--- config.mk ---
export PLATFORM = sky130hd
export DESIGN_NAME = ebl_top
export DESIGN_NICKNAME = d
export VERILOG_FILES = /design/src/rtl/ebl_pkg.sv /design/src/rtl/ebl_bank.sv /design/src/rtl/ebl_check.sv /design/src/rtl/ebl_top.sv
export SDC_FILE = /design/constraint.sdc
export NUM_CORES = 1
export LEC_CHECK = 0
export BUFFER_PORTS_ARGS = -buffer_cell sky130_fd_sc_hd__buf_2
export CAP_MARGIN = 0
export CORE_ASPECT_RATIO = 1.2
export CORE_MARGIN = 3
export CORE_UTILIZATION = 61
export CTS_BUF_LIST = sky130_fd_sc_hd__clkbuf_8
export CTS_CLUSTER_DIAMETER = 30
export DETAILED_ROUTE_END_ITERATION = 10
export GPL_ROUTABILITY_DRIVEN = 0
export PLACE_DENSITY_LB_ADDON = 0.25
export REMOVE_ABC_BUFFERS = 1
export SYNTH_ARGS = -nofsm -noshare
export SYNTH_HDL_FRONTEND = slang
export SYNTH_SLANG_ARGS = --single-unit
--- constraint.sdc ---
create_clock -name REF_CLK -period 11.15 [get_ports REF_CLK]
set_input_delay 2.7875 -clock REF_CLK [delete_from_list [all_inputs] [get_ports REF_CLK]]
set_output_delay 2.7875 -clock REF_CLK [all_outputs]
set_load 0.05 [all_outputs]
--- src/rtl/ebl_pkg.sv ---
package ebl_pkg;

   // register word offsets (byte addresses on the bus)
   localparam logic [11:0] OFS_CAP        = 12'h000;
   localparam logic [11:0] OFS_GSTAT      = 12'h004;
   localparam logic [11:0] OFS_IRQ_STAT   = 12'h008;
   localparam logic [11:0] OFS_IRQ_MASK   = 12'h00c;
   localparam logic [11:0] OFS_CTRL       = 12'h010;
   localparam logic [11:0] OFS_BANK_BASE  = 12'h400;
   localparam logic [11:0] OFS_BANK_STEP  = 12'h010;
   localparam logic [11:0] OFS_BANK_STAT  = 12'h000;
   localparam logic [11:0] OFS_BANK_ADDR  = 12'h004;
   localparam logic [11:0] OFS_BANK_EXTRA = 12'h008;

   // bank status field positions
   localparam int BIT_ENTRY_GOOD  = 31;
   localparam int BIT_LOST_ERROR  = 30;
   localparam int BIT_UNCORRECTED = 29;
   localparam int BIT_EXTRA_GOOD  = 27;
   localparam int BIT_ADDR_GOOD   = 26;
   localparam int BIT_CTX_CORRUPT = 25;
   localparam int CODE_W          = 16;

   // global status field positions
   localparam int BIT_RESTART_IP_GOOD = 0;
   localparam int BIT_CHECK_IN_PROG   = 2;
   localparam int BIT_SHUTDOWN        = 3;

   // interrupt status bits
   localparam int IRQ_CORRECTED = 0;
   localparam int IRQ_CHECK     = 1;
   localparam int IRQ_SHUTDOWN  = 2;
   localparam int IRQ_W         = 3;

   localparam logic [31:0] RST_WORD = 32'h0000_0000;
   localparam logic [31:0] UNMAPPED = 32'h0000_0000;

   typedef struct packed {
      logic        uncorrected;
      logic        ctx_corrupt;
      logic        addr_good;
      logic        extra_good;
      logic [15:0] code;
      logic [31:0] addr;
      logic [31:0] extra;
   } ebl_err_s;

   typedef enum logic [1:0] {
      ST_RUN      = 2'b00,
      ST_CHECK    = 2'b01,
      ST_SHUTDOWN = 2'b10
   } ebl_state_e;

endpackage

--- src/rtl/ebl_bank.sv ---
`timescale 1ns/1ns
module ebl_bank
   import ebl_pkg::*;
#(
   parameter int DEPTH = 2
) (
   // clock and reset
   input  wire logic        clk,
   input  wire logic        rst_n,
   // error capture
   input  wire logic        err_valid,
   input  wire ebl_err_s    err_in,
   // software side
   input  wire logic        stat_wr,
   input  wire logic [31:0] wdata,
   output logic [31:0]      stat_word,
   output logic [31:0]      addr_word,
   output logic [31:0]      extra_word,
   output logic             entry_good
);
   // held entry plus a small queue of later errors
   ebl_err_s                 held;
   logic                     entry_good_flag;
   logic                     lost_error_flag;
   ebl_err_s                 queue [DEPTH];
   logic [$clog2(DEPTH+1)-1:0] count;

   wire clear_req  = stat_wr && (wdata == RST_WORD);
   wire slot_free  = !entry_good_flag || clear_req;
   wire from_queue = slot_free && (count != '0);
   wire direct     = slot_free && (count == '0) && err_valid;
   wire push       = err_valid && !direct;
   wire q_full     = (count == DEPTH[$bits(count)-1:0]);
   wire do_push    = push && (!q_full || from_queue);

   always_ff @(posedge clk) begin
      if (!rst_n) begin
         entry_good_flag <= 1'b0;
         lost_error_flag <= 1'b0;
         held            <= '0;
         count           <= '0;
      end else begin
         // content holds until cleared or replaced
         if (from_queue) begin
            held            <= queue[0];
            entry_good_flag <= 1'b1;
         end else if (direct) begin
            held            <= err_in;
            entry_good_flag <= 1'b1;
         end else if (clear_req) begin
            // zeros written read back as zeros, address and extra words too
            held            <= '0;
            entry_good_flag <= 1'b0;
         end
         // a new overflow wins over the clear
         if (push && q_full && !from_queue)
            lost_error_flag <= 1'b1;
         else if (clear_req)
            lost_error_flag <= 1'b0;
         count <= count - $bits(count)'(from_queue) + $bits(count)'(do_push);
      end
   end

   // shift queue; storage has no reset, only count matters
   always_ff @(posedge clk) begin
      for (int i = 0; i < DEPTH; i++) begin
         if (from_queue)
            queue[i] <= (i + 1 < DEPTH) ? queue[(i + 1) % DEPTH] : queue[i];
      end
      if (do_push)
         queue[int'(count) - (from_queue ? 1 : 0)] <= err_in;
   end

   always_comb begin
      stat_word                  = '0;
      stat_word[BIT_ENTRY_GOOD]  = entry_good_flag;
      stat_word[BIT_LOST_ERROR]  = lost_error_flag;
      stat_word[BIT_UNCORRECTED] = held.uncorrected;
      stat_word[BIT_EXTRA_GOOD]  = held.extra_good;
      stat_word[BIT_ADDR_GOOD]   = held.addr_good;
      stat_word[BIT_CTX_CORRUPT] = held.ctx_corrupt;
      stat_word[CODE_W-1:0]      = held.code;
   end

   assign addr_word  = held.addr;
   assign extra_word = held.extra;
   assign entry_good = entry_good_flag;

endmodule

--- src/rtl/ebl_check.sv ---
`timescale 1ns/1ns
module ebl_check
   import ebl_pkg::*;
(
   // clock and reset
   input  wire logic clk,
   input  wire logic rst_n,
   // raise and software clear
   input  wire logic raise,
   input  wire logic clear_in_prog,
   // state
   output logic      in_prog,
   output logic      shutdown,
   output logic      take_exc
);
   ebl_state_e state;
   ebl_state_e next_state;

   // recursion is unsupported, so a second raise stops the core
   always_comb begin
      next_state = state;
      case (state)
         ST_RUN:      next_state = raise ? ST_CHECK : ST_RUN;
         ST_CHECK: begin
            if (raise)
               next_state = ST_SHUTDOWN;
            else if (clear_in_prog)
               next_state = ST_RUN;
         end
         ST_SHUTDOWN: next_state = ST_SHUTDOWN;
         default:     next_state = ST_RUN;
      endcase
   end

   always_ff @(posedge clk) begin
      if (!rst_n)
         state <= ST_RUN;
      else
         state <= next_state;
   end

   assign in_prog  = (state == ST_CHECK);
   assign shutdown = (state == ST_SHUTDOWN);
   assign take_exc = raise && (state == ST_RUN);

endmodule

--- src/rtl/ebl_top.sv ---
// Local design decisions: the Avalon-MM register port and the register addresses.
`timescale 1ns/1ns
// Function
// - correctable errors are logged and raise the corrected interrupt, never the check exception.
// - entry_good_flag marks a bank holding a recorded error.
// - address_good_flag marks the address register as meaningful.
// - extra_info_good_flag marks the extra register as meaningful.
// - check_in_progress_flag stays set while the exception is serviced.
// - restartable only with context_corrupt clear and restart_ip_good set.
// - writing zeros clears lost_error_flag and entry_good_flag.
// - after a clear the next error is loaded and flagged again.
// - later errors may queue and appear only after a clear.
// - bank count is in the capability register; bank zero at 400h.
// - a check raised while one is in progress enters shutdown.
module ebl_top
   import ebl_pkg::*;
#(
   parameter int BANKS = 4,
   parameter int DEPTH = 2
) (
   // clock and reset
   input  wire logic        REF_CLK,
   input  wire logic        RST_N,
   // avalon-mm slave
   input  wire logic [11:0] AVS_ADDRESS,
   input  wire logic        AVS_READ,
   input  wire logic        AVS_WRITE,
   input  wire logic [31:0] AVS_WRITEDATA,
   input  wire logic [3:0]  AVS_BYTEENABLE,
   output logic [31:0]      AVS_READDATA,
   output logic             AVS_WAITREQUEST,
   // error detection
   input  wire logic [BANKS-1:0] ERR_VALID,
   input  wire ebl_err_s         ERR_INFO [BANKS],
   input  wire logic             ERR_RESTART_IP_GOOD,
   // core outputs
   output logic             CHECK_EXCEPTION,
   output logic             SHUTDOWN,
   output logic             IRQ
);
   logic [31:0]      stat_w  [BANKS];
   logic [31:0]      addr_w  [BANKS];
   logic [31:0]      extra_w [BANKS];
   logic [BANKS-1:0] good;
   logic [BANKS-1:0] stat_wr;
   logic [IRQ_W-1:0] irq_stat;
   logic [IRQ_W-1:0] irq_mask;
   logic             restart_ip_good;
   logic             in_prog;
   logic             shut;
   logic             take_exc;
   logic             ack;
   logic [31:0]      rdata;
   logic             stop_on_corr;
   logic [31:0]      next_rdata;
   logic [31:0]      bank_rd;
   logic [31:0]      gstat;

   // one-cycle answer: waitrequest high in the request cycle, low the next
   wire req      = AVS_READ || AVS_WRITE;
   assign AVS_WAITREQUEST = req && !ack;
   wire wr_take  = AVS_WRITE && ack;
   wire full_wr  = wr_take && (AVS_BYTEENABLE == 4'hf);

   wire in_bank  = (AVS_ADDRESS >= OFS_BANK_BASE) &&
                   (AVS_ADDRESS < OFS_BANK_BASE + 12'(BANKS) * OFS_BANK_STEP);
   wire [11:0] boff  = AVS_ADDRESS - OFS_BANK_BASE;
   wire [7:0]  bidx  = boff[11:4];
   wire [11:0] breg  = {8'h00, boff[3:0]};

   wire [BANKS-1:0] err_unc;
   wire [BANKS-1:0] err_ok;
   genvar g;
   generate
      for (g = 0; g < BANKS; g++) begin : gb
         assign err_unc[g] = ERR_VALID[g] && ERR_INFO[g].uncorrected;
         assign err_ok[g]  = ERR_VALID[g] && !shut;
         assign stat_wr[g] = full_wr && in_bank && (bidx == 8'(g)) &&
                             (breg == OFS_BANK_STAT);
         ebl_bank #(.DEPTH(DEPTH)) u_bank (
            .clk        (REF_CLK),
            .rst_n      (RST_N),
            .err_valid  (err_ok[g]),
            .err_in     (ERR_INFO[g]),
            .stat_wr    (stat_wr[g]),
            .wdata      (AVS_WRITEDATA),
            .stat_word  (stat_w[g]),
            .addr_word  (addr_w[g]),
            .extra_word (extra_w[g]),
            .entry_good (good[g])
         );
      end
   endgenerate

   // only uncorrected errors raise the exception
   wire raise     = |err_unc && !shut;
   wire corrected = |(ERR_VALID & ~err_unc) && !shut;

   wire gstat_wr  = full_wr && (AVS_ADDRESS == OFS_GSTAT);
   wire clear_ip  = gstat_wr && !AVS_WRITEDATA[BIT_CHECK_IN_PROG];

   ebl_check u_check (
      .clk           (REF_CLK),
      .rst_n         (RST_N),
      .raise         (raise),
      .clear_in_prog (clear_ip),
      .in_prog       (in_prog),
      .shutdown      (shut),
      .take_exc      (take_exc)
   );

   wire [IRQ_W-1:0] events = {shut && !SHUTDOWN, take_exc, corrected};
   wire irq_clr_wr  = full_wr && (AVS_ADDRESS == OFS_IRQ_STAT);
   wire [IRQ_W-1:0] clr_bits = irq_clr_wr ? AVS_WRITEDATA[IRQ_W-1:0] : '0;

   always_ff @(posedge REF_CLK) begin
      if (!RST_N) begin
         ack             <= 1'b0;
         rdata           <= RST_WORD;
         irq_stat        <= '0;
         irq_mask        <= '0;
         restart_ip_good <= 1'b0;
         stop_on_corr    <= 1'b0;
         CHECK_EXCEPTION <= 1'b0;
         SHUTDOWN        <= 1'b0;
      end else begin
         ack             <= req && !ack;
         rdata           <= next_rdata;
         // set wins over a write-one clear
         irq_stat        <= (irq_stat & ~clr_bits) | events;
         CHECK_EXCEPTION <= take_exc;
         SHUTDOWN        <= shut;
         if (take_exc)
            restart_ip_good <= ERR_RESTART_IP_GOOD;
         if (full_wr && AVS_ADDRESS == OFS_IRQ_MASK)
            irq_mask <= AVS_WRITEDATA[IRQ_W-1:0];
         if (full_wr && AVS_ADDRESS == OFS_CTRL)
            stop_on_corr <= AVS_WRITEDATA[0];
      end
   end

   // register read selection
   always_comb begin
      gstat                      = '0;
      gstat[BIT_RESTART_IP_GOOD] = restart_ip_good;
      gstat[BIT_CHECK_IN_PROG]   = in_prog;
      gstat[BIT_SHUTDOWN]        = shut;
      bank_rd = UNMAPPED;
      for (int i = 0; i < BANKS; i++) begin
         if (bidx == 8'(i)) begin
            case (breg)
               OFS_BANK_STAT:  bank_rd = stat_w[i];
               OFS_BANK_ADDR:  bank_rd = addr_w[i];
               OFS_BANK_EXTRA: bank_rd = extra_w[i];
               default:        bank_rd = UNMAPPED;
            endcase
         end
      end
      next_rdata = UNMAPPED;
      if (AVS_READ && !ack) begin
         if (in_bank)
            next_rdata = bank_rd;
         else begin
            case (AVS_ADDRESS)
               OFS_CAP:      next_rdata = 32'(BANKS);
               OFS_GSTAT:    next_rdata = gstat;
               OFS_IRQ_STAT: next_rdata = 32'(irq_stat);
               OFS_IRQ_MASK: next_rdata = 32'(irq_mask);
               OFS_CTRL:     next_rdata = {31'h0, stop_on_corr};
               default:      next_rdata = UNMAPPED;
            endcase
         end
      end
   end

   // corrected errors go out as an interrupt only, never an exception
   // ctrl bit 0 holds the interrupt off while no bank holds an entry,
   // so a stale event with nothing left to log does not wake software
   wire hold = stop_on_corr && !(|good);
   assign IRQ          = |(irq_stat & irq_mask) && !hold;
   assign AVS_READDATA = rdata;

endmodule

==> results of run 1 <==
-- worst register-to-register path: cells and delay by family, from the launching register on --
| family | cells | cell delay [ps] |
|---|---|---|
| AOI/OAI and AO/OA | 2 | 680 |
| adders and majority gates | 2 | 640 |
| buffers and inverters | 2 | 1490 |
| DFF | 1 | 460 |
| and+or+nand+nor | 4 | 2100 |
-- cells in the mapped netlist (5+ instances only) --
cell,instances,area share
nand2_1,812,0.065
edfxtp_1,672,0.43
dfxtp_1,397,0.17
clkbuf_1,286,0.023
mux2_2,253,0.061
a32o_1,252,0.054
o21ai_0,219,0.024
mux2i_1,178,0.038
o2bb2ai_1,176,0.033
a211o_1,103,0.019
nor2_1,92,0.0074
a22o_1,85,0.016
a21oi_1,70,0.0075
a22oi_1,52,0.0084
buf_1,30,0.0024
a211oi_1,22,0.0035
buf_6,18,0.0043
inv_1,17,0.0014
nor3_1,17,0.0018
buf_2,16,0.0017
nor4_1,13,0.0017
a221o_1,10,0.0021
ha_1,10,0.0027
o221ai_1,10,0.0019
or2_2,8,0.0011
or4_1,8,0.0013
nand3_1,7,0.00075
o21a_1,5,0.00081
-- path summary, 6_finish.rpt --
kind	startpoint	to	slack, ps	depth (start not counted)
min	gb[3].u_bank.stat_word[8]	gb[3].u_bank.stat_word[8]	460	1
max reg2reg	ack	gb[2].u_bank.queue[0][7]	5370	10
min reg2reg	gb[3].u_bank.stat_word[8]	gb[3].u_bank.stat_word[8]	460	1
max	AVS_ADDRESS[2]	gb[2].u_bank.queue[0][7]	3540	11
-- stage by stage --
stage                     std cells  setup TNS [ps]  cell area, µm²    util
after floorplan                3552        -3756550           45120       -
after global placement         5043               0           49270  0.6532
after detailed placement       5043               0           49270  0.6532
after CTS                      5385               0           53180  0.7051
after global routing           5396               0           53210  0.7055
final                          5404               0           53230  0.7058
-- cell families (layout without fill, tap and decap cells) --
| kind of cell | count (synthesis) | count (layout) | share of synthesized area |
|---|---|---|---|
| AO/OA/AOI/OAI | 1034 | 1034 | 0.1756 |
| XOR/XNOR | 6 | 6 | 0.001128 |
| adder cells (fa/ha/maj) | 10 | 10 | 0.002684 |
| buffers and inverters | 370 | 842 | 0.03337 |
| flip-flops | 1069 | 1069 | 0.6035 |
| multiplexers | 431 | 431 | 0.09935 |
| other | 0 | 19 | 0 |
| AND/OR/NAND/NOR | 985 | 985 | 0.08435 |
-- power by group through the flow --
stage | sequential [µW] | combinational (µW) | clock [µW]
after detailed placement | 5950 | 2890 | 0
after global placement | 5900 | 2820 | 0
after floorplan | 5880 | 2040 | 0
after CTS | 5880 | 2900 | 3770
final | 5880 | 2900 | 3740
after global routing | 5980 | 3150 | 3950
-- cell usage in the layout (no fill, tap or decap), drive strengths merged, types with 14 or more instances in the layout --
master,Yosys,layout
a211oi,22,22
mux2i,178,178
a211o,103,103
a32o,252,252
a21oi,70,70
bufinv,0,15
edfxtp,672,672
inv,17,75
clkbuf,286,212
nand2,812,812
nor4,14,14
dfxtp,397,397
clkinv,0,43
o2bb2ai,176,176
clkinvlp,0,15
diode,0,19
a22o,85,85
a22oi,52,52
o21ai,222,222
buf,67,482
nor2,92,92
mux2,253,253
nor3,17,17
-- final cells by class --
cell class | count | area, µm² | area share
clock inverter | 131 | 1011 | 0.01899
tap | 1008 | 1261 | 0.02369
multi-input combinational | 2466 | 17240 | 0.3239
timing repair buffer | 483 | 2572 | 0.04833
sequential | 1069 | 28130 | 0.5284
inverter | 17 | 66.31 | 0.001246
clock buffer | 211 | 2904 | 0.05456
antenna | 19 | 47.55 | 0.0008932
-- flip-flops by register name (all words and copies together), names as in the netlist, 2 cells and up --
| register | cells |
|---|---|
| gb.u_bank.entry_good | 4 |
| AVS_READDATA | 32 |
| u_check.state | 2 |
| gb.u_bank.stat_word | 80 |
| gb.u_bank.count | 8 |
| gb.u_bank.addr_word | 128 |
| irq_mask | 3 |
| gb.u_bank.queue | 672 |
| gb.u_bank.extra_word | 128 |
| gb.u_bank.lost_error_flag | 4 |
| irq_stat | 3 |
-- per-layer routing --
metal  GRT usage  vias up  wire length, µm
li1            -    15530                -
met2      0.5282     1741            64040
met3     0.09187      312            13850
met5    0.008274        -              194
met4      0.1743       18             6492
met1      0.4169    17100            51130
==> results.cfg, run 1 <==
[outcome]
status = finished, final reports clean

[floorplan]
initial_utilization = 0.6180
die-area_um2 = 79770
io_pins = 429
placement_rows = 110
die_h_um = 308.8
die_w_um = 258.3
core_um2 = 75420

[timing]
fin_crit_sh = 0.6821
setup_slack_ps = 3545
post-route-min-period_ps = 7606
hold_violations = 0
drv_slew = 0
max_slew_margin = 0.1278
rsz0062_at_grt = no
finClkSkew_ps = 37.31
timing.fmax_ghz = 0.1315
worstMarginPinSlew_ps = 1296
setup_viol = 0
holdWs_ps = 460.8

[synth]
synth_edf_count = 672
ys_warn_count = 0
async_flop_share = 0
syn_avg_cell_area_um2 = 11.94
seq_area_frac_synth = 0.6035
synthCells = 3905
syn-cell-area_um2 = 46610
synth-main-ff-cell = edfxtp_1
yosysUniqueCellTypes = 61
ys_ff_latch = 1069

[routing]
first_pass_iters = 8
antenna_left = 0
wirelength_um = 135700
drc = 0
viasPerCell = 6.421
via_count = 34700
drt-initial-drc-count = 3819
wl_per_cell_um = 25.11

[power]
pwr-share-seq = 0.470
p_per_area_nw_per_um2 = 235.2
p_int_uw = 8721
p_leak_uw = 0.01974
p_sw_frac = 0.3033
finalPower_uw = 12520
power_frac_comb = 0.231
clkPwrFrac = 0.299
irDropWorstVdd_uv = 176.3
p_switching_uw = 3797

[grt]
grt_pass1_wl_um = 201700
globalRouteOverflowTotal = 0
track_usage = 0.3320
antenna_found_initial = 25
grt_max_degree = 89
grt_pass1_vias = 33760

[worst_setup_path]
worstPathArrival_ps = 8060
cp_max_fo = 87
setup.worst_path.start_class = primary input
crit_buf_inv = 3
critical-path-max-stage-delay_ps = 860
cpMostUsedCell = buf_4
cp_slowest_cell = or4_1
cp_top_family = simple AND/OR/NAND/NOR gates
crit_path_end_kind = register
cp.required_ps = 11600
crit_type = in -> reg
crit_chain = buf_4 > or4_4 > or3_4 > or4_1 > o21ai_4 > buf_4 > and2_1 > ha_1 > ha_4 > a21o_4 > buf_4

[clock_tree]
cts_tree = built
cts.sinks = 1069
ctsHoldBuffers = 0
cts.repair.resized = 0
htree_levels = 4
cts_setup_buffers = 0
clockBufferDepth = 3
cts_root_buffer = clkbuf_8
clk_pin_slew_worst_paths_ps = 60
cts_buffers = 183
insertion_delay_ps = 850

[placement]
pre_cts_slack_ps = 2725
portBuffers = 428
dp_hpwl_um = 84030

[finish]
nets = 4623
n_fill_cell = 5517
synthToLayoutAreaGrowth_pct = 14.21
drive_gt1_frac = 0.2408

[hold_path]
hold_path_class = reg -> reg

[job]
cap_violations = 0
Note: power is estimated with default switching activity, not from simulation.
==> inputs of run 2 (changes only) <==
--- a/config.mk
+++ b/config.mk
@@ -9,7 +9,7 @@
 export CAP_MARGIN = 0
 export CORE_ASPECT_RATIO = 1.2
 export CORE_MARGIN = 3
-export CORE_UTILIZATION = 61
+export CORE_UTILIZATION = 56
 export CTS_BUF_LIST = sky130_fd_sc_hd__clkbuf_8
 export CTS_CLUSTER_DIAMETER = 30
 export DETAILED_ROUTE_END_ITERATION = 10
==> constraint.sdc (replaced) <==
create_clock -name REF_CLK -period 6.98 [get_ports REF_CLK]
set_input_delay 1.745 -clock REF_CLK [delete_from_list [all_inputs] [get_ports REF_CLK]]
set_output_delay 1.745 -clock REF_CLK [all_outputs]
set_load 0.05 [all_outputs]
==> results.cfg, run 2 (synthesized netlist as in run 1, its figures left out) <==
[finish]
final_util = 0.6502
nets = 4634
multiInputGateArea_um2 = 17240
n_fill_cell = 6459
synthToLayoutAreaGrowth_pct = 14.81
seq_area_um2 = 28130
drive_gt1_frac = 0.2414
final_cell_mix = 809 x nand2_1, 672 x edfxtp_1, 425 x buf_2
layout_commonest_cell = nand2_1
largest_reg_flops = 672
max_flop_register = gb.u_bank.queue

[timing]
setup_viol = 0
hold_violations = 0
post-route-min-period_ps = 5064
fin_crit_sh = 0.7255
finClkSkew_ps = 43.94
timing.fmax_ghz = 0.1975
drv_slew = 0
worstMarginPinSlew_ps = 1248
max_slew_margin = 0.1660
rsz0062_at_grt = no

[outcome]
status = finished, final reports clean

[floorplan]
placement_rows = 115
die_h_um = 322.0
initial_utilization = 0.5663
core_um2 = 82300
die-area_um2 = 86740
io_pins = 429
die_w_um = 269.4

[hold_path]
hold_path_class = reg -> reg
worstHoldStart = gb[3].u_bank.stat_word[10]
min_to = gb[3].u_bank.stat_word[10]
min_delay_path_depth = 1

[clock_tree]
ctsHoldBuffers = 0
cts_buffers = 183
clockBufferDepth = 3
cts_tree = built
cts.repair.resized = 0
cts_setup_buffers = 0
cts.sinks = 1069
htree_levels = 4
clk_pin_slew_worst_paths_ps = 60
cts_root_buffer = clkbuf_8
insertion_delay_ps = 830

[routing]
drc = 0
wl_per_cell_um = 24.72
viasPerCell = 6.253
via_count = 34550
drt-initial-drc-count = 3541
antenna_left = 0
wirelength_um = 136600
first_pass_iters = 6

[power]
irDropWorstVdd_uv = 231.1
finalPower_uw = 19930
p_leak_uw = 0.01984
p_per_area_nw_per_um2 = 372.5

[worst_setup_path]
ff2ff_setup_slack_ps = 2510
crit_type = in -> reg
cp_max_fo = 60
critical-path-max-stage-delay_ps = 880
r2r_cells = 9
crit_buf_inv = 2
crit_path_end_kind = register
cp_top_family = simple AND/OR/NAND/NOR gates
r2r_end = gb[0].u_bank.queue[0][44]
cp.required_ps = 7470
r2r-start = ack
setup.worst_path.start_class = primary input
worstPathArrival_ps = 5550
cp_slowest_cell = or4_1
crit_chain = buf_2 > or4_4 > or3_4 > or4_1 > o21ai_4 > and2_1 > ha_1 > ha_4 > a21o_4 > buf_12

[grt]
grt_pass1_wl_um = 202700
antenna_found_initial = 40
globalRouteOverflowTotal = 0
grt_pass1_vias = 33090
grt_max_degree = 99
track_usage = 0.3063

[job]
cap_violations = 0

[placement]
dp_hpwl_um = 86230
portBuffers = 428
-- run 2: layer usage --
| metal | up-vias | wire (µm) | track usage |
|---|---|---|---|
| met1 | 17020 | 53050 | 0.3940 |
| met4 | 18 | 6196 | 0.1538 |
| met3 | 296 | 13600 | 0.09029 |
| met5 | - | 112 | 0 |
| li1 | 15570 | - | - |
| met2 | 1659 | 63660 | 0.4752 |
-- run 2: layout make-up --
type | instances | share of cell area
inverters | 17 | 0.001239
multi-input cells | 2466 | 0.3222
diodes | 24 | 0.001122
well taps | 1111 | 0.02598
clock buffers | 205 | 0.05273
repair buffers | 494 | 0.05221
flip-flops and latches | 1069 | 0.5256
clock inverters | 140 | 0.01892
-- run 2: through the flow --
step	TNS, ps	instances	hold WS (ps)	area (µm²)	setup WS [ps]
2_1_floorplan	-6117500	3552	431.7	45120	-21020
3_3_place_gp	0	5157	444.6	49620	1130
3_5_place_dp	0	5157	446.7	49620	1083
4_1_cts	0	5502	463.7	53450	1995
5_1_grt	0	5519	473.4	53500	1823
6_report	0	5526	463.2	53510	1916
-- run 2: worst max path at each step --
stage,from,endpoint,slack [ps],depth (start not counted)
final,AVS_ADDRESS[1],gb[0].u_bank.queue[0][44],1920,10
after global placement,AVS_ADDRESS[1],gb[0].u_bank.queue[0][52],1130,10
after detailed placement,AVS_ADDRESS[1],gb[0].u_bank.queue[0][52],1080,10
after global routing,AVS_ADDRESS[1],gb[0].u_bank.queue[0][54],1820,10
after CTS,AVS_ADDRESS[1],gb[0].u_bank.queue[0][54],1990,10
after floorplan,AVS_WRITEDATA[27],gb[3].u_bank.addr_word[0],-21020,5
-- run 2: power by group --
part	switching, µW	internal (µW)	leakage (µW)
registers	573	8790	0.00950
clock network	2600	3230	0.00217
logic	2860	1880	0.00817
